**src/csc_regs_pkg.sv**
```systemverilog
package csc_regs_pkg;
    localparam int addr_width = 8;
    localparam int data_width = 32;
    // word-aligned byte addresses
    localparam logic [7:0] off_codec_buffer_base = 8'h00;
    localparam logic [7:0] off_yc_to_rgb_set_zero = 8'h04;
    localparam logic [7:0] off_yc_to_rgb_set_one = 8'h08;
    localparam logic [7:0] off_rgb_to_yc_set_zero = 8'h0c;
    localparam logic [7:0] off_rgb_to_yc_set_one = 8'h10;
    localparam logic [7:0] off_rgb_to_yc_set_two = 8'h14;
    localparam int reg_count = 6;
    localparam logic [31:0] rst_codec_buffer_base = 32'h0000_0000;
    localparam logic [31:0] rst_yc_to_rgb_set_zero = 32'h6832_cc95;
    localparam logic [31:0] rst_yc_to_rgb_set_one = 32'h0000_7102;
    localparam logic [31:0] rst_rgb_to_yc_set_zero = 32'h0132_4145;
    localparam logic [31:0] rst_rgb_to_yc_set_one = 32'h0124_5e38;
    localparam logic [31:0] rst_rgb_to_yc_set_two = 32'h0138_4a4b;
    // writable bit masks
    localparam logic [31:0] mask_all = 32'hffff_ffff;
    localparam logic [31:0] mask_yc_to_rgb_set_one = 32'h0000_71ff;
    localparam logic [31:0] mask_rgb_to_yc = 32'h01ff_ffff;
    // field positions
    localparam int coef_width = 8;
    localparam int coef_wide_width = 9;
    localparam int pos_y_offset = 12;
    localparam int pos_cr_offset = 13;
    localparam int pos_cb_offset = 14;
    localparam int pos_comp_offset = 24;
    // offset amounts
    localparam logic [7:0] offset_large = 8'h80;
    localparam logic [7:0] offset_small = 8'h10;
    localparam logic [7:0] offset_none = 8'h00;
    localparam logic [31:0] data_zero = 32'h0000_0000;
endpackage : csc_regs_pkg

```
**src/csc_reg_if.sv**
```systemverilog
`timescale 1ns/1ps
interface csc_reg_if;
    logic write;
    logic [7:0] addr;
    logic [31:0] wdata;
    logic [3:0] sel;
    logic [31:0] rdata;
    logic hit;
    modport master (output write, addr, wdata, sel, input rdata, hit);
    modport slave (input write, addr, wdata, sel, output rdata, hit);
endinterface : csc_reg_if

```
**src/csc_word_reg.sv**
```systemverilog
`timescale 1ns/1ps
module csc_word_reg #(
    parameter logic [31:0] reset_value = 32'h0000_0000,
    parameter logic [31:0] write_mask = 32'hffff_ffff
) (
    input wire logic i_core_clk,
    input wire logic i_rst,
    input wire logic i_we,
    input wire logic [3:0] i_sel,
    input wire logic [31:0] i_wdata,
    output logic [31:0] o_value
);
    logic [31:0] next_value;
    genvar lane;
    generate
        for (lane = 0; lane < 4; lane++) begin : g_lane
            // reserved bits hold their zero
            assign next_value[lane*8 +: 8] = (i_we && i_sel[lane]) ?
                (i_wdata[lane*8 +: 8] & write_mask[lane*8 +: 8]) : o_value[lane*8 +: 8];
        end
    endgenerate

    always_ff @(posedge i_core_clk or posedge i_rst) begin
        if (i_rst) begin
            o_value <= reset_value;
        end else begin
            o_value <= next_value;
        end
    end
endmodule : csc_word_reg

```
**src/csc_decoder.sv**
```systemverilog
`timescale 1ns/1ps
module csc_decoder
    import csc_regs_pkg::*;
(
    input wire logic i_core_clk,
    input wire logic i_rst,
    csc_reg_if.slave bus,
    output logic [31:0] o_regs [reg_count]
);
    localparam logic [31:0] rst_vals [reg_count] = '{rst_codec_buffer_base,
        rst_yc_to_rgb_set_zero, rst_yc_to_rgb_set_one, rst_rgb_to_yc_set_zero,
        rst_rgb_to_yc_set_one, rst_rgb_to_yc_set_two};
    localparam logic [31:0] masks [reg_count] = '{mask_all, mask_all,
        mask_yc_to_rgb_set_one, mask_rgb_to_yc, mask_rgb_to_yc, mask_rgb_to_yc};
    localparam logic [7:0] offs [reg_count] = '{off_codec_buffer_base,
        off_yc_to_rgb_set_zero, off_yc_to_rgb_set_one, off_rgb_to_yc_set_zero,
        off_rgb_to_yc_set_one, off_rgb_to_yc_set_two};
    logic [reg_count-1:0] match;
    genvar i;
    generate
        for (i = 0; i < reg_count; i++) begin : g_reg
            assign match[i] = (bus.addr == offs[i]);
            csc_word_reg #(.reset_value(rst_vals[i]), .write_mask(masks[i])) u_reg (
                .i_core_clk(i_core_clk),
                .i_rst(i_rst),
                .i_we(bus.write && match[i]),
                .i_sel(bus.sel),
                .i_wdata(bus.wdata),
                .o_value(o_regs[i])
            );
        end
    endgenerate
    always_comb begin
        bus.rdata = data_zero;
        for (int k = 0; k < reg_count; k++) begin
            if (match[k]) begin
                bus.rdata = o_regs[k];
            end
        end
    end
    assign bus.hit = |match;
endmodule : csc_decoder

```
**src/image_color_space_coef_regs.sv**
```systemverilog
// Chosen here: the register addresses and register access over Wishbone.
`timescale 1ns/1ps
// Overview of operation
// - 32-bit codec buffer base, resets to zero
// - four 8-bit luma-to-RGB coefficients, low first
// - fifth coefficient is 9 bits, low bits
// - luma offset select gives 128 or none
// - chroma offset selects give 16 or none
// - RGB-to-luma set zero: three 8-bit coefficients
// - red offset select bit 24 gives 16
// - RGB-to-luma set one: three 8-bit coefficients
// - green offset select bit 24 gives 128
// - RGB-to-luma set two: three 8-bit coefficients
// - blue offset select bit 24 gives 128
module image_color_space_coef_regs
    import csc_regs_pkg::*;
(
    input wire logic i_core_clk,
    input wire logic i_rst,
    input wire logic i_wb_cyc,
    input wire logic i_wb_stb,
    input wire logic i_wb_we,
    input wire logic [csc_regs_pkg::addr_width-1:0] i_wb_adr,
    input wire logic [3:0] i_wb_sel,
    input wire logic [csc_regs_pkg::data_width-1:0] i_wb_dat,
    output logic [csc_regs_pkg::data_width-1:0] o_wb_dat,
    output logic o_wb_ack,
    output logic o_wb_err,
    output logic [31:0] o_codec_buffer_base,
    output logic [7:0] o_yc_coef [5],
    output logic o_yc_coef4_msb,
    output logic [7:0] o_y_offset,
    output logic [7:0] o_cr_offset,
    output logic [7:0] o_cb_offset,
    output logic [7:0] o_rgb_coef [9],
    output logic [7:0] o_r_offset,
    output logic [7:0] o_g_offset,
    output logic [7:0] o_b_offset
);
    import csc_regs_pkg::*;

    csc_reg_if bus ();
    logic [31:0] regs [reg_count];
    logic req;

    // at most one request every other cycle; ack clears itself so a held strobe is answered again every other cycle
    assign req = i_wb_cyc && i_wb_stb && !o_wb_ack && !o_wb_err;
    assign bus.addr = i_wb_adr;
    assign bus.sel = i_wb_sel;
    assign bus.wdata = i_wb_dat;
    assign bus.write = req && i_wb_we && bus.hit;

    csc_decoder u_dec (
        .i_core_clk(i_core_clk),
        .i_rst(i_rst),
        .bus(bus),
        .o_regs(regs)
    );

    always_ff @(posedge i_core_clk or posedge i_rst) begin
        if (i_rst) begin
            o_wb_ack <= 1'b0;
            o_wb_err <= 1'b0;
            o_wb_dat <= data_zero;
        end else begin
            o_wb_ack <= req && bus.hit;
            o_wb_err <= req && !bus.hit;
            o_wb_dat <= (req && bus.hit && !i_wb_we) ? bus.rdata : data_zero;
        end
    end

    // conversion-side views, registered
    always_ff @(posedge i_core_clk or posedge i_rst) begin
        if (i_rst) begin
            o_codec_buffer_base <= rst_codec_buffer_base;
        end else begin
            o_codec_buffer_base <= regs[0];
        end
    end

    always_ff @(posedge i_core_clk or posedge i_rst) begin
        if (i_rst) begin
            for (int k = 0; k < 5; k++) begin
                o_yc_coef[k] <= offset_none;
            end
            o_yc_coef4_msb <= 1'b0;
            o_y_offset <= offset_none;
            o_cr_offset <= offset_none;
            o_cb_offset <= offset_none;
        end else begin
            for (int k = 0; k < 4; k++) begin
                o_yc_coef[k] <= regs[1][k*coef_width +: coef_width];
            end
            o_yc_coef[4] <= regs[2][coef_width-1:0];
            o_yc_coef4_msb <= regs[2][coef_wide_width-1];
            o_y_offset <= regs[2][pos_y_offset] ? offset_large : offset_none;
            o_cr_offset <= regs[2][pos_cr_offset] ? offset_small : offset_none;
            o_cb_offset <= regs[2][pos_cb_offset] ? offset_small : offset_none;
        end
    end

    always_ff @(posedge i_core_clk or posedge i_rst) begin
        if (i_rst) begin
            for (int k = 0; k < 9; k++) begin
                o_rgb_coef[k] <= offset_none;
            end
            o_r_offset <= offset_none;
            o_g_offset <= offset_none;
            o_b_offset <= offset_none;
        end else begin
            for (int k = 0; k < 3; k++) begin
                o_rgb_coef[k] <= regs[3][k*coef_width +: coef_width];
                o_rgb_coef[k+3] <= regs[4][k*coef_width +: coef_width];
                o_rgb_coef[k+6] <= regs[5][k*coef_width +: coef_width];
            end
            o_r_offset <= regs[3][pos_comp_offset] ? offset_small : offset_none;
            o_g_offset <= regs[4][pos_comp_offset] ? offset_large : offset_none;
            o_b_offset <= regs[5][pos_comp_offset] ? offset_large : offset_none;
        end
    end

    a_ack_one_cycle: assert property (@(posedge i_core_clk) disable iff (i_rst)
        o_wb_ack |=> !o_wb_ack)
        else $error("ack held longer than one cycle");

    a_ack_after_req: assert property (@(posedge i_core_clk) disable iff (i_rst)
        (i_wb_cyc && i_wb_stb && !o_wb_ack && !o_wb_err && bus.hit) |=> o_wb_ack)
        else $error("mapped request not acknowledged");

    a_base_write: assert property (@(posedge i_core_clk) disable iff (i_rst)
        (bus.write && i_wb_adr == off_codec_buffer_base && i_wb_sel == 4'hf)
        |=> ##1 o_codec_buffer_base == $past(i_wb_dat, 2))
        else $error("base address not updated");

    a_reserved_zero: assert property (@(posedge i_core_clk) disable iff (i_rst)
        (regs[2] & ~mask_yc_to_rgb_set_one) == data_zero
        && (regs[3] & ~mask_rgb_to_yc) == data_zero)
        else $error("reserved bits set");

    a_y_offset: assert property (@(posedge i_core_clk) disable iff (i_rst)
        regs[2][pos_y_offset] |=> o_y_offset == offset_large)
        else $error("luma offset wrong");

    a_cr_offset: assert property (@(posedge i_core_clk) disable iff (i_rst)
        !regs[2][pos_cr_offset] |=> o_cr_offset == offset_none)
        else $error("red chroma offset wrong");

    a_coef_wide: assert property (@(posedge i_core_clk) disable iff (i_rst)
        1'b1 |=> {o_yc_coef4_msb, o_yc_coef[4]} == $past(regs[2][coef_wide_width-1:0]))
        else $error("wide coefficient wrong");

    a_coef_pack: assert property (@(posedge i_core_clk) disable iff (i_rst)
        1'b1 |=> o_yc_coef[3] == $past(regs[1][31:24]) && o_rgb_coef[8] == $past(regs[5][23:16]))
        else $error("coefficient packing wrong");

    a_g_offset: assert property (@(posedge i_core_clk) disable iff (i_rst)
        regs[4][pos_comp_offset] |=> o_g_offset == offset_large)
        else $error("green offset wrong");

    // bus handshake
    a_err_one_cycle: assert property (@(posedge i_core_clk) disable iff (i_rst)
        o_wb_err
        |=> !o_wb_err)
        else $error("err held longer than one cycle");

    a_err_on_miss: assert property (@(posedge i_core_clk) disable iff (i_rst)
        (req && !bus.hit)
        |=> o_wb_err && !o_wb_ack)
        else $error("unmapped request not refused");

    a_no_answer_idle: assert property (@(posedge i_core_clk) disable iff (i_rst)
        !(i_wb_cyc && i_wb_stb)
        |=> !o_wb_ack && !o_wb_err)
        else $error("answer without request");

    a_ack_err_excl: assert property (@(posedge i_core_clk) disable iff (i_rst)
        !(o_wb_ack && o_wb_err))
        else $error("ack and err together");

    a_dat_idle_zero: assert property (@(posedge i_core_clk) disable iff (i_rst)
        !o_wb_ack
        |-> o_wb_dat == data_zero)
        else $error("read data outside ack");

    a_read_data: assert property (@(posedge i_core_clk) disable iff (i_rst)
        (req && bus.hit && !i_wb_we)
        |=> o_wb_ack && o_wb_dat == $past(bus.rdata))
        else $error("read data wrong");

    a_read_miss_zero: assert property (@(posedge i_core_clk) disable iff (i_rst)
        (req && !bus.hit && !i_wb_we)
        |=> o_wb_dat == data_zero)
        else $error("unmapped read not zero");

    a_write_once: assert property (@(posedge i_core_clk) disable iff (i_rst)
        bus.write
        |=> !bus.write)
        else $error("held strobe wrote twice");

    a_miss_regs_stable: assert property (@(posedge i_core_clk) disable iff (i_rst)
        (req && !bus.hit)
        |=> $stable(regs[0]) && $stable(regs[1]) && $stable(regs[2])
            && $stable(regs[3]) && $stable(regs[4]) && $stable(regs[5]))
        else $error("unmapped write changed a register");

    // register writes
    a_yc_write: assert property (@(posedge i_core_clk) disable iff (i_rst)
        (bus.write && i_wb_adr == off_yc_to_rgb_set_zero && i_wb_sel == 4'hf)
        |=> regs[1] == $past(i_wb_dat))
        else $error("luma coefficient write lost");

    a_yc_one_mask: assert property (@(posedge i_core_clk) disable iff (i_rst)
        (bus.write && i_wb_adr == off_yc_to_rgb_set_one && i_wb_sel == 4'hf)
        |=> regs[2] == ($past(i_wb_dat) & mask_yc_to_rgb_set_one))
        else $error("second luma set mask wrong");

    a_rgb_zero_mask: assert property (@(posedge i_core_clk) disable iff (i_rst)
        (bus.write && i_wb_adr == off_rgb_to_yc_set_zero && i_wb_sel == 4'hf)
        |=> regs[3] == ($past(i_wb_dat) & mask_rgb_to_yc))
        else $error("first rgb set mask wrong");

    a_rgb_one_mask: assert property (@(posedge i_core_clk) disable iff (i_rst)
        (bus.write && i_wb_adr == off_rgb_to_yc_set_one && i_wb_sel == 4'hf)
        |=> regs[4] == ($past(i_wb_dat) & mask_rgb_to_yc))
        else $error("second rgb set mask wrong");

    a_rgb_two_mask: assert property (@(posedge i_core_clk) disable iff (i_rst)
        (bus.write && i_wb_adr == off_rgb_to_yc_set_two && i_wb_sel == 4'hf)
        |=> regs[5] == ($past(i_wb_dat) & mask_rgb_to_yc))
        else $error("third rgb set mask wrong");

    a_base_lane_keep: assert property (@(posedge i_core_clk) disable iff (i_rst)
        (bus.write && i_wb_adr == off_codec_buffer_base && !i_wb_sel[3])
        |=> regs[0][data_width-1 -: coef_width] == $past(regs[0][data_width-1 -: coef_width]))
        else $error("unselected base lane changed");

    a_rgb_lane_keep: assert property (@(posedge i_core_clk) disable iff (i_rst)
        (bus.write && i_wb_adr == off_rgb_to_yc_set_zero && !i_wb_sel[0])
        |=> regs[3][coef_width-1:0] == $past(regs[3][coef_width-1:0]))
        else $error("unselected coefficient lane changed");

    a_reserved_high: assert property (@(posedge i_core_clk) disable iff (i_rst)
        (regs[4] & ~mask_rgb_to_yc) == data_zero
        && (regs[5] & ~mask_rgb_to_yc) == data_zero)
        else $error("reserved bits set in last sets");

    // conversion views
    a_base_follow: assert property (@(posedge i_core_clk) disable iff (i_rst)
        1'b1
        |=> o_codec_buffer_base == $past(regs[0]))
        else $error("base view wrong");

    a_yc_set_zero: assert property (@(posedge i_core_clk) disable iff (i_rst)
        1'b1
        |=> {o_yc_coef[3], o_yc_coef[2], o_yc_coef[1], o_yc_coef[0]} == $past(regs[1]))
        else $error("luma coefficient view wrong");

    a_rgb_set_zero: assert property (@(posedge i_core_clk) disable iff (i_rst)
        1'b1
        |=> {o_rgb_coef[2], o_rgb_coef[1], o_rgb_coef[0]}
            == $past(regs[3][3*coef_width-1:0]))
        else $error("first rgb coefficient view wrong");

    a_rgb_set_one: assert property (@(posedge i_core_clk) disable iff (i_rst)
        1'b1
        |=> {o_rgb_coef[5], o_rgb_coef[4], o_rgb_coef[3]}
            == $past(regs[4][3*coef_width-1:0]))
        else $error("second rgb coefficient view wrong");

    a_rgb_set_two: assert property (@(posedge i_core_clk) disable iff (i_rst)
        1'b1
        |=> {o_rgb_coef[8], o_rgb_coef[7], o_rgb_coef[6]}
            == $past(regs[5][3*coef_width-1:0]))
        else $error("third rgb coefficient view wrong");

    // offset selects
    a_y_offset_off: assert property (@(posedge i_core_clk) disable iff (i_rst)
        !regs[2][pos_y_offset]
        |=> o_y_offset == offset_none)
        else $error("luma offset not cleared");

    a_cr_offset_on: assert property (@(posedge i_core_clk) disable iff (i_rst)
        regs[2][pos_cr_offset]
        |=> o_cr_offset == offset_small)
        else $error("red chroma offset missing");

    a_cb_offset_on: assert property (@(posedge i_core_clk) disable iff (i_rst)
        regs[2][pos_cb_offset]
        |=> o_cb_offset == offset_small)
        else $error("blue chroma offset missing");

    a_cb_offset_off: assert property (@(posedge i_core_clk) disable iff (i_rst)
        !regs[2][pos_cb_offset]
        |=> o_cb_offset == offset_none)
        else $error("blue chroma offset not cleared");

    a_r_offset_on: assert property (@(posedge i_core_clk) disable iff (i_rst)
        regs[3][pos_comp_offset]
        |=> o_r_offset == offset_small)
        else $error("red offset missing");

    a_r_offset_off: assert property (@(posedge i_core_clk) disable iff (i_rst)
        !regs[3][pos_comp_offset]
        |=> o_r_offset == offset_none)
        else $error("red offset not cleared");

    a_g_offset_off: assert property (@(posedge i_core_clk) disable iff (i_rst)
        !regs[4][pos_comp_offset]
        |=> o_g_offset == offset_none)
        else $error("green offset not cleared");

    a_b_offset_on: assert property (@(posedge i_core_clk) disable iff (i_rst)
        regs[5][pos_comp_offset]
        |=> o_b_offset == offset_large)
        else $error("blue offset missing");

    a_b_offset_off: assert property (@(posedge i_core_clk) disable iff (i_rst)
        !regs[5][pos_comp_offset]
        |=> o_b_offset == offset_none)
        else $error("blue offset not cleared");

    // reset values, checked the cycle after reset is seen
    a_reset_bus: assert property (@(posedge i_core_clk)
        i_rst
        |=> !o_wb_ack && !o_wb_err && o_wb_dat == data_zero)
        else $error("bus outputs not cleared by reset");

    a_reset_regs: assert property (@(posedge i_core_clk)
        i_rst
        |=> regs[0] == rst_codec_buffer_base && regs[1] == rst_yc_to_rgb_set_zero
            && regs[2] == rst_yc_to_rgb_set_one && regs[3] == rst_rgb_to_yc_set_zero
            && regs[4] == rst_rgb_to_yc_set_one && regs[5] == rst_rgb_to_yc_set_two)
        else $error("registers not at reset values");

    a_reset_views: assert property (@(posedge i_core_clk)
        i_rst
        |=> o_codec_buffer_base == rst_codec_buffer_base && o_y_offset == offset_none
            && o_g_offset == offset_none && o_yc_coef4_msb == 1'b0)
        else $error("views not cleared by reset");

    // scenario covers
    c_write: cover property (@(posedge i_core_clk) bus.write ##1 o_wb_ack);
    c_read: cover property (@(posedge i_core_clk) (req && !i_wb_we && bus.hit) ##1 o_wb_ack);
    c_err: cover property (@(posedge i_core_clk) o_wb_err);
    c_partial_write: cover property (@(posedge i_core_clk) bus.write && i_wb_sel != 4'hf);
    c_reset_then_read: cover property (@(posedge i_core_clk) $fell(i_rst) ##[1:20] o_wb_ack);
endmodule : image_color_space_coef_regs

```
**config.mk**
```make
export PLATFORM = sky130hd
export DESIGN_NAME = image_color_space_coef_regs
export DESIGN_NICKNAME = d
export VERILOG_FILES = /design/src/csc_regs_pkg.sv /design/src/csc_reg_if.sv /design/src/csc_word_reg.sv /design/src/csc_decoder.sv /design/src/image_color_space_coef_regs.sv
export SDC_FILE = /design/constraint.sdc
export NUM_CORES = 1
export LEC_CHECK = 0
export ABC_AREA = 1
export BUFFER_PORTS_ARGS = -buffer_cell sky130_fd_sc_hd__buf_4
export CAP_MARGIN = 20
export CORE_ASPECT_RATIO = 1.75
export CORE_MARGIN = 2
export CORE_UTILIZATION = 45
export CTS_CLUSTER_SIZE = 30
export DETAILED_ROUTE_END_ITERATION = 6
export PLACE_DENSITY = 0.68
export SLEW_MARGIN = 10
export SYNTH_ARGS = -nofsm -noshare
export SYNTH_HDL_FRONTEND = slang
export SYNTH_SLANG_ARGS = --single-unit
```
**constraint.sdc**
```tcl
create_clock -name i_core_clk -period 12.7 [get_ports i_core_clk]
set_input_delay 1.27 -clock i_core_clk [delete_from_list [all_inputs] [get_ports i_core_clk]]
set_output_delay 1.27 -clock i_core_clk [all_outputs]
set_load 0.02 [all_outputs]
```
# == Yosys cells after proc, flatten, opt, wreduce, memory -nomap -nowiden ==
# Index checks and enable logic that the tools add are counted.
# word_totals
regBits,369
input_bits,49
out_inout_bits,227
word_cells,107
# op_classes
eq_ne,5
mux,13
reduce_logical,42
# op_table
cell,count
$mux W32,7
$logic_and A1 B1 Y1,36
$mux W8,3
$eq A8 B4 Y1 const B,2
$eq A8 B5 Y1 const B,2
$mux W5,3
$eq A8 B3 Y1 const B,1
$logic_not A8 Y1,1
$reduce_or A6 Y1,1
$logic_not A1 Y1,4

# == Depth between registers and ports, before layout ==
# Gate-level depths: netlist of the first run.
# depth
ltp_word,8
depth_mapped,11
mapped_depth_nobuf,9

# == Hierarchy ==
# Synthesis of the first run repeated with hierarchy kept, for this count alone.
# hier_totals
hier_cells,1403
area_unflattened_um2,13551.7
# modules_own_cells
module,instances,cells_per_inst,area_per_inst_um2,seq_area_each_um2
image_color_space_coef_regs,1,306,5360.1,4629.4
csc_word_reg at u_dec.g_reg[4].u_reg ...,2,119,1062.3,639.4
csc_decoder,1,384,1759.2,0.0
csc_word_reg at u_dec.g_reg[1].u_reg,1,141,1312.5,818.3
csc_word_reg at u_dec.g_reg[0].u_reg,1,141,1295.0,800.8
csc_word_reg at u_dec.g_reg[3].u_reg,1,119,1059.8,636.9
csc_word_reg at u_dec.g_reg[2].u_reg,1,74,640.6,306.5

# == Least setup slack after synthesis of the first run ==
# OpenSTA, ideal clock, no wires.
# synth_timing
path_type,input port to flip-flop
start,input i_wb_adr[5] (netlist bit)
end,register u_dec.g_reg[0].u_reg.o_value[10]
setup_time_ns,0.065
arrival_time_ns,2.447
t_required_ns,12.635
setup_slack_ns,10.188
path_stages,10
n_path_buf,2
cell_sequence,nor2_1 -> nand2_2 -> nor2_2 -> nand3b_1 -> buf_6 -> buf_12 -> nand4_4 -> clkinv_2 -> nand2_1 -> nand2_1
# synth_between
elab_chain_cells,5
elab_cells_between_ends,10
classes_between,eq/ne (5); reduce/logical (5)
# synth_rtl
element,line_no,source
"start, declared",image_color_space_coef_regs.sv:23,"input wire logic [csc_regs_pkg::addr_width-1:0] i_wb_adr,"
"$eq A8 B3 Y1, or another cell as far along",csc_decoder.sv:22,assign match[i] = (bus.addr == offs[i]);
$reduce_or A6 Y1,csc_decoder.sv:41,assign bus.hit = |match;
$logic_and A1 B1 Y1,image_color_space_coef_regs.sv:51,assign bus.write = req && i_wb_we && bus.hit;
$logic_and A1 B1 Y1 (*),csc_decoder.sv:26,".i_we(bus.write && match[i]),"
$logic_and A1 B1 Y1 (*),csc_word_reg.sv:18,assign next_value[lane*8 +: 8] = (i_we && i_sel[lane]) ?
"end signal, assigned",csc_word_reg.sv:25,o_value <= reset_value;
"end signal, assigned",csc_word_reg.sv:27,o_value <= next_value;
"end, declared",csc_word_reg.sv:11,output logic [31:0] o_value
# Mark *: on every way between the ends. The rest lies on a longest branch, timed or not.
# A chain may end at the register's enable or synchronous reset.

# == Worst setup path in the final report of the first run ==
# layout_timing
start,input i_wb_adr[5] (netlist bit)
end,register o_wb_dat[28] (netlist bit)
# layout_between
elab_chain_cells,8
elab_cells_between_ends,16
classes_between,eq/ne (5); mux (7); reduce/logical (4)
# layout_rtl
element,line_no,source
$logic_not A8 Y1,csc_decoder.sv:22,
$mux W32 (6 in a row),csc_decoder.sv:36,if (match[k]) begin
$mux W32 (*),image_color_space_coef_regs.sv:68,o_wb_dat <= (req && bus.hit && !i_wb_we) ? bus.rdata : data_zero;
"end signal, assigned",image_color_space_coef_regs.sv:64,o_wb_dat <= data_zero;
"end signal, assigned",image_color_space_coef_regs.sv:68,
"end, declared",image_color_space_coef_regs.sv:26,"output logic [csc_regs_pkg::data_width-1:0] o_wb_dat,"
# Marked as above.

==> flow_summary.json, run 1 <==
{
  "core_sq_um": 27900,
  "ys_seq_area_frac": 0.667,
  "port_buffers": 233,
  "switchingPower_w": 0.000455,
  "startpoint_type": "primary input",
  "place.gp.congestion": 0.864,
  "min_path_type": "reg -> reg",
  "die_h_um": 226,
  "grt_pass1_wl_um": 51700,
  "grtUsageTotal": 0.232,
  "overflow": 0,
  "status": "finished clean",
  "die_w_um": 131,
  "pwr-share-clk": 0.465,
  "crit_required_ps": 13180,
  "finalSetupViolCount": 0,
  "clock-root-buffer": "clkbuf_16",
  "cap_violations": 0,
  "hold_viol": 0,
  "setup_tns_ps": 0,
  "critPathKind": "in -> reg",
  "powerDensity_nw_per_um2": 136,
  "dr.pass1.iters": 5,
  "ys_types": 29,
  "drv_slew": 0,
  "h-tree-depth": 1,
  "area_growth_pct": 23.7,
  "synth-edff-count": 0,
  "leakagePower_nw": 8.65,
  "final_common_cell": "nand2_1",
  "combPwrFrac": 0.033,
  "io_pins": 276,
  "antenna_found_initial": 1,
  "post-dp-hpwl_um": 23700,
  "synth.area.top_cells": "dfrtp_1 56%, nand2_1 18%, dfstp_2 10%",
  "slew_headroom": 0.235,
  "layout_setup_ws_ps": 9010,
  "cp_data_arrival_time_ps": 4180,
  "seqPwrFrac": 0.502,
  "syn_area_sq_um": 12700,
  "ys_warn_count": 0,
  "final_cell_area_sq_um": 15700,
  "multiInputGateArea_sq_um": 3600,
  "cts_made_buffers": 29,
  "clockBufferDepth": 3,
  "layout_min_cycle_time_ps": 3690,
  "drc": 0,
  "insertion_delay_ps": 570,
  "first_global_vias": 9183,
  "instances_no_fill": 1891,
  "synth_top_cell_by_area": "dfrtp_1",
  "end_kind": "register",
  "post_cts_buffers": 0,
  "final_cell_mix": "594 x nand2_1, 286 x dfrtp_1, 237 x buf_4",
  "utilization": 0.564,
  "start_util": 0.456,
  "avgSynthCellArea_sq_um": 10.1,
  "diodes": 0,
  "fmax_mhz": 271,
  "ir_drop_mv": 0.117,
  "worst_slew_pin_slew_ps": 1140,
  "viasPerCell": 4.83,
  "internal-power_w": 0.00168,
  "place_ws_ps": 8430,
  "via_count": 9130,
  "cts_sinks": 336,
  "rsz0062_at_grt": "no",
  "placed_cells": 1836,
  "fin_worst_skew_ps": 29.1,
  "wl_per_cell_um": 17.7,
  "syn_inst": 1259,
  "die_area_sq_um": 29600,
  "nFillCells": 2423,
  "drtIter0Drc": 588,
  "synth_top_area_frac": 0.563,
  "async_flop_share": 1.00,
  "cts_tree": "built",
  "place_area_sq_um": 14600,
  "post-route-period-util": 0.291,
  "fin_nets": 1544,
  "grt_max_degree": 128,
  "synth_flop_cell": "dfrtp_1",
  "drt_wl_total_um": 33600,
  "regArea_sq_um": 8470,
  "swShare": 0.213,
  "antenna_left": 0,
  "post_cts_resized": 0,
  "cts.clk_slew.worst_paths_ps": 70,
  "crit_fanout": 36,
  "synth_seq_cells": 336,
  "hold_buffers": 0,
  "drive_gt1_frac": 0.259,
  "row_count": 81
}
layer usage:
layer | global-route usage | share of wire | wire (um) | up-vias
li1 | - | - | - | 4303
met1 | 0.274 | 0.37 | 12300 | 4394
met2 | 0.418 | 0.54 | 18100 | 342
met3 | 0.0293 | 0.052 | 1750 | 89
met4 | 0.102 | 0.041 | 1380 | 2
met5 | 0 | 0.00021 | 7 | -
registers in the layout, indices dropped and copies added (netlist names), 32 cells and up:
signal / cells
o_codec_buffer_base: 32
o_rgb_coef: 72
o_wb_dat: 32
o_yc_coef: 40
u_dec.g.u_reg.o_value: 151
logic make-up after synthesis:
| group | after synthesis | synth area share |
|---|---|---|
| flops | 336 | 0.667 |
| buf+inv | 146 | 0.0628 |
| compound gates | 44 | 0.0201 |
| other cells | 1 | 0.000295 |
| simple gates | 732 | 0.250 |
cells in the mapped netlist, types with 2 or more instances:
| cell type | n |
|---|---|
| nand2_1 | 594 |
| dfrtp_1 | 286 |
| inv_1 | 56 |
| nor2_1 | 52 |
| buf_4 | 50 |
| dfstp_2 | 50 |
| nand3_1 | 29 |
| a21oi_1 | 21 |
| nand4_1 | 20 |
| o22ai_1 | 13 |
| nand4_4 | 12 |
| clkinv_2 | 10 |
| buf_2 | 9 |
| clkbuf_1 | 7 |
| nand4_2 | 7 |
| or2_2 | 7 |
| inv_2 | 6 |
| o2111ai_1 | 5 |
| buf_1 | 4 |
| nor2_2 | 4 |
| o21ai_0 | 4 |
| buf_6 | 3 |
| nand2_2 | 3 |
| nor2_4 | 2 |
final cells by class:
class,instances,share of cell area
clock buffer,37,0.0513
clock inverter,17,0.0177
inverter,72,0.0185
multi-input combinational,818,0.229
sequential,336,0.539
tap,373,0.0297
timing repair buffer,238,0.115
path summary, 6_finish.rpt:
path,depth (start not counted),slack [ps],end,startpoint
worst max-delay path,11,9010,o_wb_dat[28],i_wb_adr[5]
worst min-delay path,0,400,o_codec_buffer_base[14],u_dec.g_reg[0].u_reg.o_value[14]
worst max register to register,7,10110,u_dec.g_reg[3].u_reg.o_value[21],o_wb_ack
worst min register to register,0,400,o_codec_buffer_base[14],u_dec.g_reg[0].u_reg.o_value[14]
max in group asynchronous,3,10380,o_yc_coef[5],i_rst
min in group asynchronous,2,870,o_codec_buffer_base[8],i_rst
power by group through the flow:
| stage | combinational, W | sequential, W | clock (W) |
|---|---|---|---|
| CTS | 0.0000701 | 0.00107 | 0.00101 |
| finish | 0.0000697 | 0.00107 | 0.000992 |
| floorplan | 0.0000482 | 0.00109 | 0 |
| detailed placement | 0.0000700 | 0.00109 | 0 |
| global placement | 0.0000692 | 0.00109 | 0 |
| global route | 0.0000776 | 0.00107 | 0.00105 |
per-stage QoR:
step	hold slack [ps]	total power, W
floorplan	367	0.00114
global placement	378	0.00116
detailed placement	380	0.00116
CTS	396	0.00215
global route	413	0.00220
finish	398	0.00213
critical path, cell delays in order:
cell      delay, ps
buf_4           110
inv_1            40
nand2_1          40
nor2_1          210
nand3_1         680
nand3b_1        300
buf_4           530
nand2_1         210
nor2_4          350
inv_1           240
a21oi_1         180
Power figures use the tool's default switching activity.
==> run 2, diff against run 1 <==
Clock period 12.7 ns to 3.8 ns, I/O delays scaled along.
==> flow_summary.json, run 2 (same netlist as run 1, synthesis figures left out) <==
{
  "status": "finished clean",
  "post-route-period-util": 0.648,
  "cp_num_buf_inv": 2,
  "hold_viol": 0,
  "post_cts_resized": 0,
  "overflow": 0,
  "row_count": 81,
  "drc": 0,
  "dr.pass1.iters": 5,
  "wl_per_cell_um": 17.7,
  "cp_data_arrival_time_ps": 2950,
  "critPathKind": "reg -> reg",
  "powerDensity_nw_per_um2": 446,
  "insertion_delay_ps": 550,
  "reg_top3": "u_dec.g.u_reg.o_value x151, o_rgb_coef x72, o_yc_coef x40",
  "min_path_type": "in -> reg",
  "fin_nets": 1556,
  "antenna_left": 0,
  "rsz0062_at_grt": "no",
  "cts.clk_slew.worst_paths_ps": 70,
  "cpMostUsedCell": "nand2_1",
  "end_kind": "register",
  "diodes": 0,
  "cap_violations": 0,
  "antenna_found_initial": 0,
  "place.gp.congestion": 0.879,
  "grt_max_degree": 76,
  "port_buffers": 233,
  "crit_fanout": 13,
  "die_h_um": 226,
  "area_growth_pct": 24.5,
  "cts_tree": "built",
  "grtUsageTotal": 0.228,
  "io_pins": 276,
  "setup_tns_ps": 0,
  "leakagePower_nw": 8.68,
  "critPathMaxStageDelay_ps": 520,
  "final_cell_area_sq_um": 15800,
  "fin_worst_skew_ps": 11.5,
  "core_sq_um": 27900,
  "final_common_cell": "nand2_1",
  "slew_headroom": 0.529,
  "cts_sinks": 336,
  "largest_reg_flops": 151,
  "h-tree-depth": 1,
  "post_cts_buffers": 0,
  "post-dp-hpwl_um": 24100,
  "ir_drop_mv": 0.417,
  "start_util": 0.456,
  "layout_min_cycle_time_ps": 2460,
  "place_area_sq_um": 14700,
  "fin_hold_ws_ps": 43.9,
  "startpoint_type": "register",
  "largest-register": "u_dec.g.u_reg.o_value",
  "via_count": 9300,
  "crit_chain": "nor2_1 -> nand3_1 -> nor2_4 -> buf_4 -> nand4_2 -> inv_1 -> nand2_1 -> nand2_1",
  "cts_made_buffers": 29,
  "final_cell_mix": "594 x nand2_1, 286 x dfrtp_1, 245 x buf_4",
  "drv_slew": 0,
  "viasPerCell": 4.89,
  "grt_pass1_wl_um": 51000,
  "utilization": 0.568,
  "drive_gt1_frac": 0.266,
  "finalSetupViolCount": 0,
  "die_w_um": 131,
  "crit_family": "simple AND/OR/NAND/NOR gates",
  "die_area_sq_um": 29600,
  "drt_wl_total_um": 33700,
  "crit_required_ps": 4290,
  "clock-root-buffer": "clkbuf_16",
  "clockBufferDepth": 3,
  "slowest_stage": "nor2_4",
  "worst_slew_pin_slew_ps": 707,
  "drtIter0Drc": 673,
  "fmax_mhz": 406,
  "first_global_vias": 9328
}
run 2: changes by cell type in the layout (fill, tap and decap cells not counted), moves of 2 or more:
cell        previous run  this run
buf_4                237       245
clkinvlp_4             3         8
buf_12                 0         4
inv_6                  1         5
clkbuf_1               3         0
clkbuf_8               5         2
clkinv_2              14        12
run 2: timing repair:
item	CTS	global route
endpoints found under the hold margin	24	0
setup endpoints to repair	0	0
hold buffers	1	0
run 2: worst min-delay path, stage by stage:
cell and delay, ps:
buf_4 90, nand2_1 50, nand2_1 50
run 2: power by group:
| group | switching, W | internal, W | total (W) |
|---|---|---|---|
| registers | 0.000000870 | 0.00358 | 0.00358 |
| clock network | 0.00137 | 0.00187 | 0.00324 |
| logic | 0.000188 | 0.0000531 | 0.000241 |
| total | 0.00155 | 0.00551 | 0.00706 |
run 2: per-layer routing:
metal | up-vias | wire [um] | global-route usage
met4 | 0 | 1510 | 0.111
met2 | 377 | 18500 | 0.415
met1 | 4517 | 11900 | 0.260
met5 | - | 0 | 0
met3 | 89 | 1820 | 0.0262
li1 | 4317 | - | -
run 2: cell type report:
type,count,area [sq um]
Sequential cell,336,8470
Clock buffer,31,753
Timing Repair Buffer,250,1930
Fill cell,2369,12100
Clock inverter,23,313
Multi-Input combinational cell,818,3600
Tap cell,373,467
Inverter,72,287
run 2: through the flow:
step                setup slack [ps]  total power, W  std cells
floorplan                      -1030         0.00381       1300
detailed placement               967         0.00389       1848
CTS                             1350         0.00712       1903
finish                          1340         0.00706       1903
global placement                1060         0.00389       1848
global route                    1140         0.00728       1903
run 2: worst paths after layout:
| check | endpoint | from | cells after the start | slack (ps) |
|---|---|---|---|---|
| min in group asynchronous | u_dec.g_reg[1].u_reg.o_value[23] | i_rst | 3 | 450 |
| worst min-delay path | u_dec.g_reg[1].u_reg.o_value[30] | i_wb_dat[30] | 3 | 40 |
| worst min register to register | o_rgb_coef[59] | u_dec.g_reg[3].u_reg.o_value[11] | 0 | 400 |
| max in group asynchronous | u_dec.g_reg[2].u_reg.o_value[1] | i_rst | 5 | 2130 |
| worst max-delay path | u_dec.g_reg[3].u_reg.o_value[9] | o_wb_ack | 8 | 1340 |
| worst max register to register | u_dec.g_reg[3].u_reg.o_value[9] | o_wb_ack | 8 | 1340 |
==> run 3, diff against run 2 <==
Settings changed: ABC_AREA 1 to 0.
Clock period 3.8 ns to 2.4 ns, I/O delays scaled along.
==> flow_summary.json, run 3 <==
{
  "leakagePower_nw": 7.88,
  "fin_worst_skew_ps": 8.55,
  "area_growth_pct": 28.0,
  "r2r_cells": 4,
  "setup_tns_ps": 0,
  "utilization": 0.587,
  "h-tree-depth": 1,
  "insertion_delay_ps": 540,
  "grt_max_degree": 115,
  "pwr-share-clk": 0.423,
  "switchingPower_w": 0.00236,
  "critPathKind": "reg -> reg",
  "cts_tree": "built",
  "final_cell_area_sq_um": 15600,
  "final_common_cell": "dfrtp_1",
  "cts.clk_slew.worst_paths_ps": 70,
  "ys_types": 39,
  "largest_reg_flops": 151,
  "final_cell_mix": "286 x dfrtp_1, 256 x buf_4, 166 x mux2_2",
  "cp_data_arrival_time_ps": 2710,
  "synth.area.top_cells": "dfrtp_1 59%, mux2_2 15%, dfstp_2 11%",
  "whs_path_depth": 3,
  "synth_flop_cell": "dfrtp_1",
  "antenna_left": 0,
  "ys_seq_area_frac": 0.694,
  "post-route-period-util": 0.950,
  "startpoint_type": "register",
  "post-dp-hpwl_um": 20400,
  "crit_family": "simple AND/OR/NAND/NOR gates",
  "rsz0062_at_grt": "no",
  "drc": 0,
  "internal-power_w": 0.00848,
  "row_count": 79,
  "fmax_mhz": 439,
  "fin_nets": 1101,
  "synth_most_common_cell": "dfrtp_1",
  "die_area_sq_um": 28500,
  "async_flop_share": 1.00,
  "crit_required_ps": 2830,
  "avgSynthCellArea_sq_um": 16.2,
  "drtIter0Drc": 326,
  "synth-edff-count": 0,
  "regArea_sq_um": 8470,
  "hold_viol": 0,
  "synth_top_area_frac": 0.586,
  "place.gp.congestion": 0.791,
  "swShare": 0.218,
  "cts_made_buffers": 29,
  "seqPwrFrac": 0.528,
  "layout_min_cycle_time_ps": 2280,
  "largest-register": "u_dec.g.u_reg.o_value",
  "post_cts_buffers": 0,
  "slowest_stage": "nor4_4",
  "min_path_type": "in -> reg",
  "grt_pass1_wl_um": 45400,
  "drv_slew": 0,
  "syn_area_sq_um": 12200,
  "end_kind": "register",
  "antenna_found_initial": 0,
  "syn_inst": 753,
  "port_buffers": 233,
  "clock-root-buffer": "clkbuf_16",
  "worst_slew_pin_slew_ps": 701,
  "die_h_um": 222,
  "crit_chain": "nand4bb_1 -> buf_4 -> nor4_4 -> mux2_2",
  "ys_top_cells_by_count": "286 x dfrtp_1, 166 x mux2_2, 50 x dfstp_2, 42 x buf_4, 24 x o21ai_0",
  "die_w_um": 128,
  "wl_per_cell_um": 21.0,
  "ys_warn_count": 0,
  "status": "finished clean",
  "nFillCells": 2134,
  "cts_sinks": 336,
  "synth_top_cell_by_area": "dfrtp_1",
  "slew_headroom": 0.529,
  "core_sq_um": 26600,
  "via_count": 7191,
  "viasPerCell": 5.15,
  "io_pins": 276,
  "first_global_vias": 7795,
  "place_area_sq_um": 14400,
  "multiInputGateArea_sq_um": 3470,
  "cap_violations": 0,
  "combPwrFrac": 0.049,
  "start_util": 0.459,
  "overflow": 0,
  "cp.depth": 4,
  "crit_fanout": 8,
  "diodes": 0,
  "critPathMaxStageDelay_ps": 660,
  "clockBufferDepth": 3,
  "cp_num_buf_inv": 1,
  "finalSetupViolCount": 0,
  "drive_gt1_frac": 0.521,
  "powerDensity_nw_per_um2": 694,
  "drt_wl_total_um": 29300,
  "dr.pass1.iters": 4,
  "ir_drop_mv": 0.606,
  "synth_seq_cells": 336,
  "grtUsageTotal": 0.209,
  "reg_top3": "u_dec.g.u_reg.o_value x151, o_rgb_coef x72, o_yc_coef x40"
}
-- run 3: cell count changes in the layout (fill, tap and decap cells not counted), sizes merged, moves of 12 or more --
cell,before,now
nand2,597,18
mux2,0,166
inv,66,1
nand4,39,5
dlygate4sd3,1,33
nor2,59,30
nand3,29,7
o21ai,5,24
mux2i,0,18
a22oi,0,13
o22ai,13,0
mux4,0,12
-- run 3: final cells by class --
| type | count | area share |
|---|---|---|
| clock buffers | 42 | 0.0528 |
| well taps | 324 | 0.0260 |
| inverters | 1 | 0.000481 |
| clock inverters | 10 | 0.00681 |
| flip-flops and latches | 336 | 0.542 |
| multi-input cells | 391 | 0.222 |
| repair buffers | 293 | 0.149 |
-- run 3: worst min-delay path: stages --
cell and delay [ps]:
buf_4 130, nor3_2 80, nor3_1 210
-- run 3: through the flow --
stage | instances | hold WS, ps | total power (W) | worst slack, ps
after floorplan | 794 | 364 | 0.00615 | -2290
after global placement | 1312 | 374 | 0.00632 | 85.3
after detailed placement | 1312 | 378 | 0.00632 | 54.8
after CTS | 1397 | 154 | 0.0110 | 44.0
after global routing | 1397 | 208 | 0.0112 | 32.7
final | 1397 | 183 | 0.0108 | 120
-- run 3: cells by family after synthesis --
group                  Yosys count  share of synthesized area
other                            1                   0.000307
buffers and inverters           67                     0.0348
AND/OR/NAND/NOR                 89                     0.0480
AO/OA/AOI/OAI                   64                     0.0329
multiplexers                   196                      0.190
flip-flops                     336                      0.694
-- run 3: per-layer routing --
layer  track usage  share of wire
met1         0.244           0.36
met2         0.382           0.55
met3        0.0386          0.059
met4        0.0677          0.028
met5             0              0
-- run 3: final timing paths --
| kind | to | slack [ps] | start |
|---|---|---|---|
| max | u_dec.g_reg[0].u_reg.o_value[22] | 120 | o_wb_err |
| max in group asynchronous | u_dec.g_reg[2].u_reg.o_value[1] | 1220 | i_rst |
| min reg2reg | o_codec_buffer_base[14] | 390 | u_dec.g_reg[0].u_reg.o_value[14] |
| max reg2reg | u_dec.g_reg[0].u_reg.o_value[22] | 120 | o_wb_err |
| min in group asynchronous | o_codec_buffer_base[31] | 410 | i_rst |
| min | o_wb_err | 180 | i_wb_adr[4] |
-- run 3: what timing repair did --
action / 4_1_cts / 5_1_grt
hold buffers: 33 / 0
setup endpoints to repair: 0 / 23
gates resized for setup: 0 / 0
endpoints found under the hold margin: 310 / 0
-- run 3: power by group through the flow --
stage          Combinational (W)  Sequential, W  Clock [W]
6_report                0.000529        0.00573    0.00459
5_1_grt                 0.000583        0.00573    0.00492
4_1_cts                 0.000538        0.00573    0.00470
3_5_place_dp            0.000493        0.00583          0
3_3_place_gp            0.000489        0.00583          0
2_1_floorplan           0.000304        0.00585          0
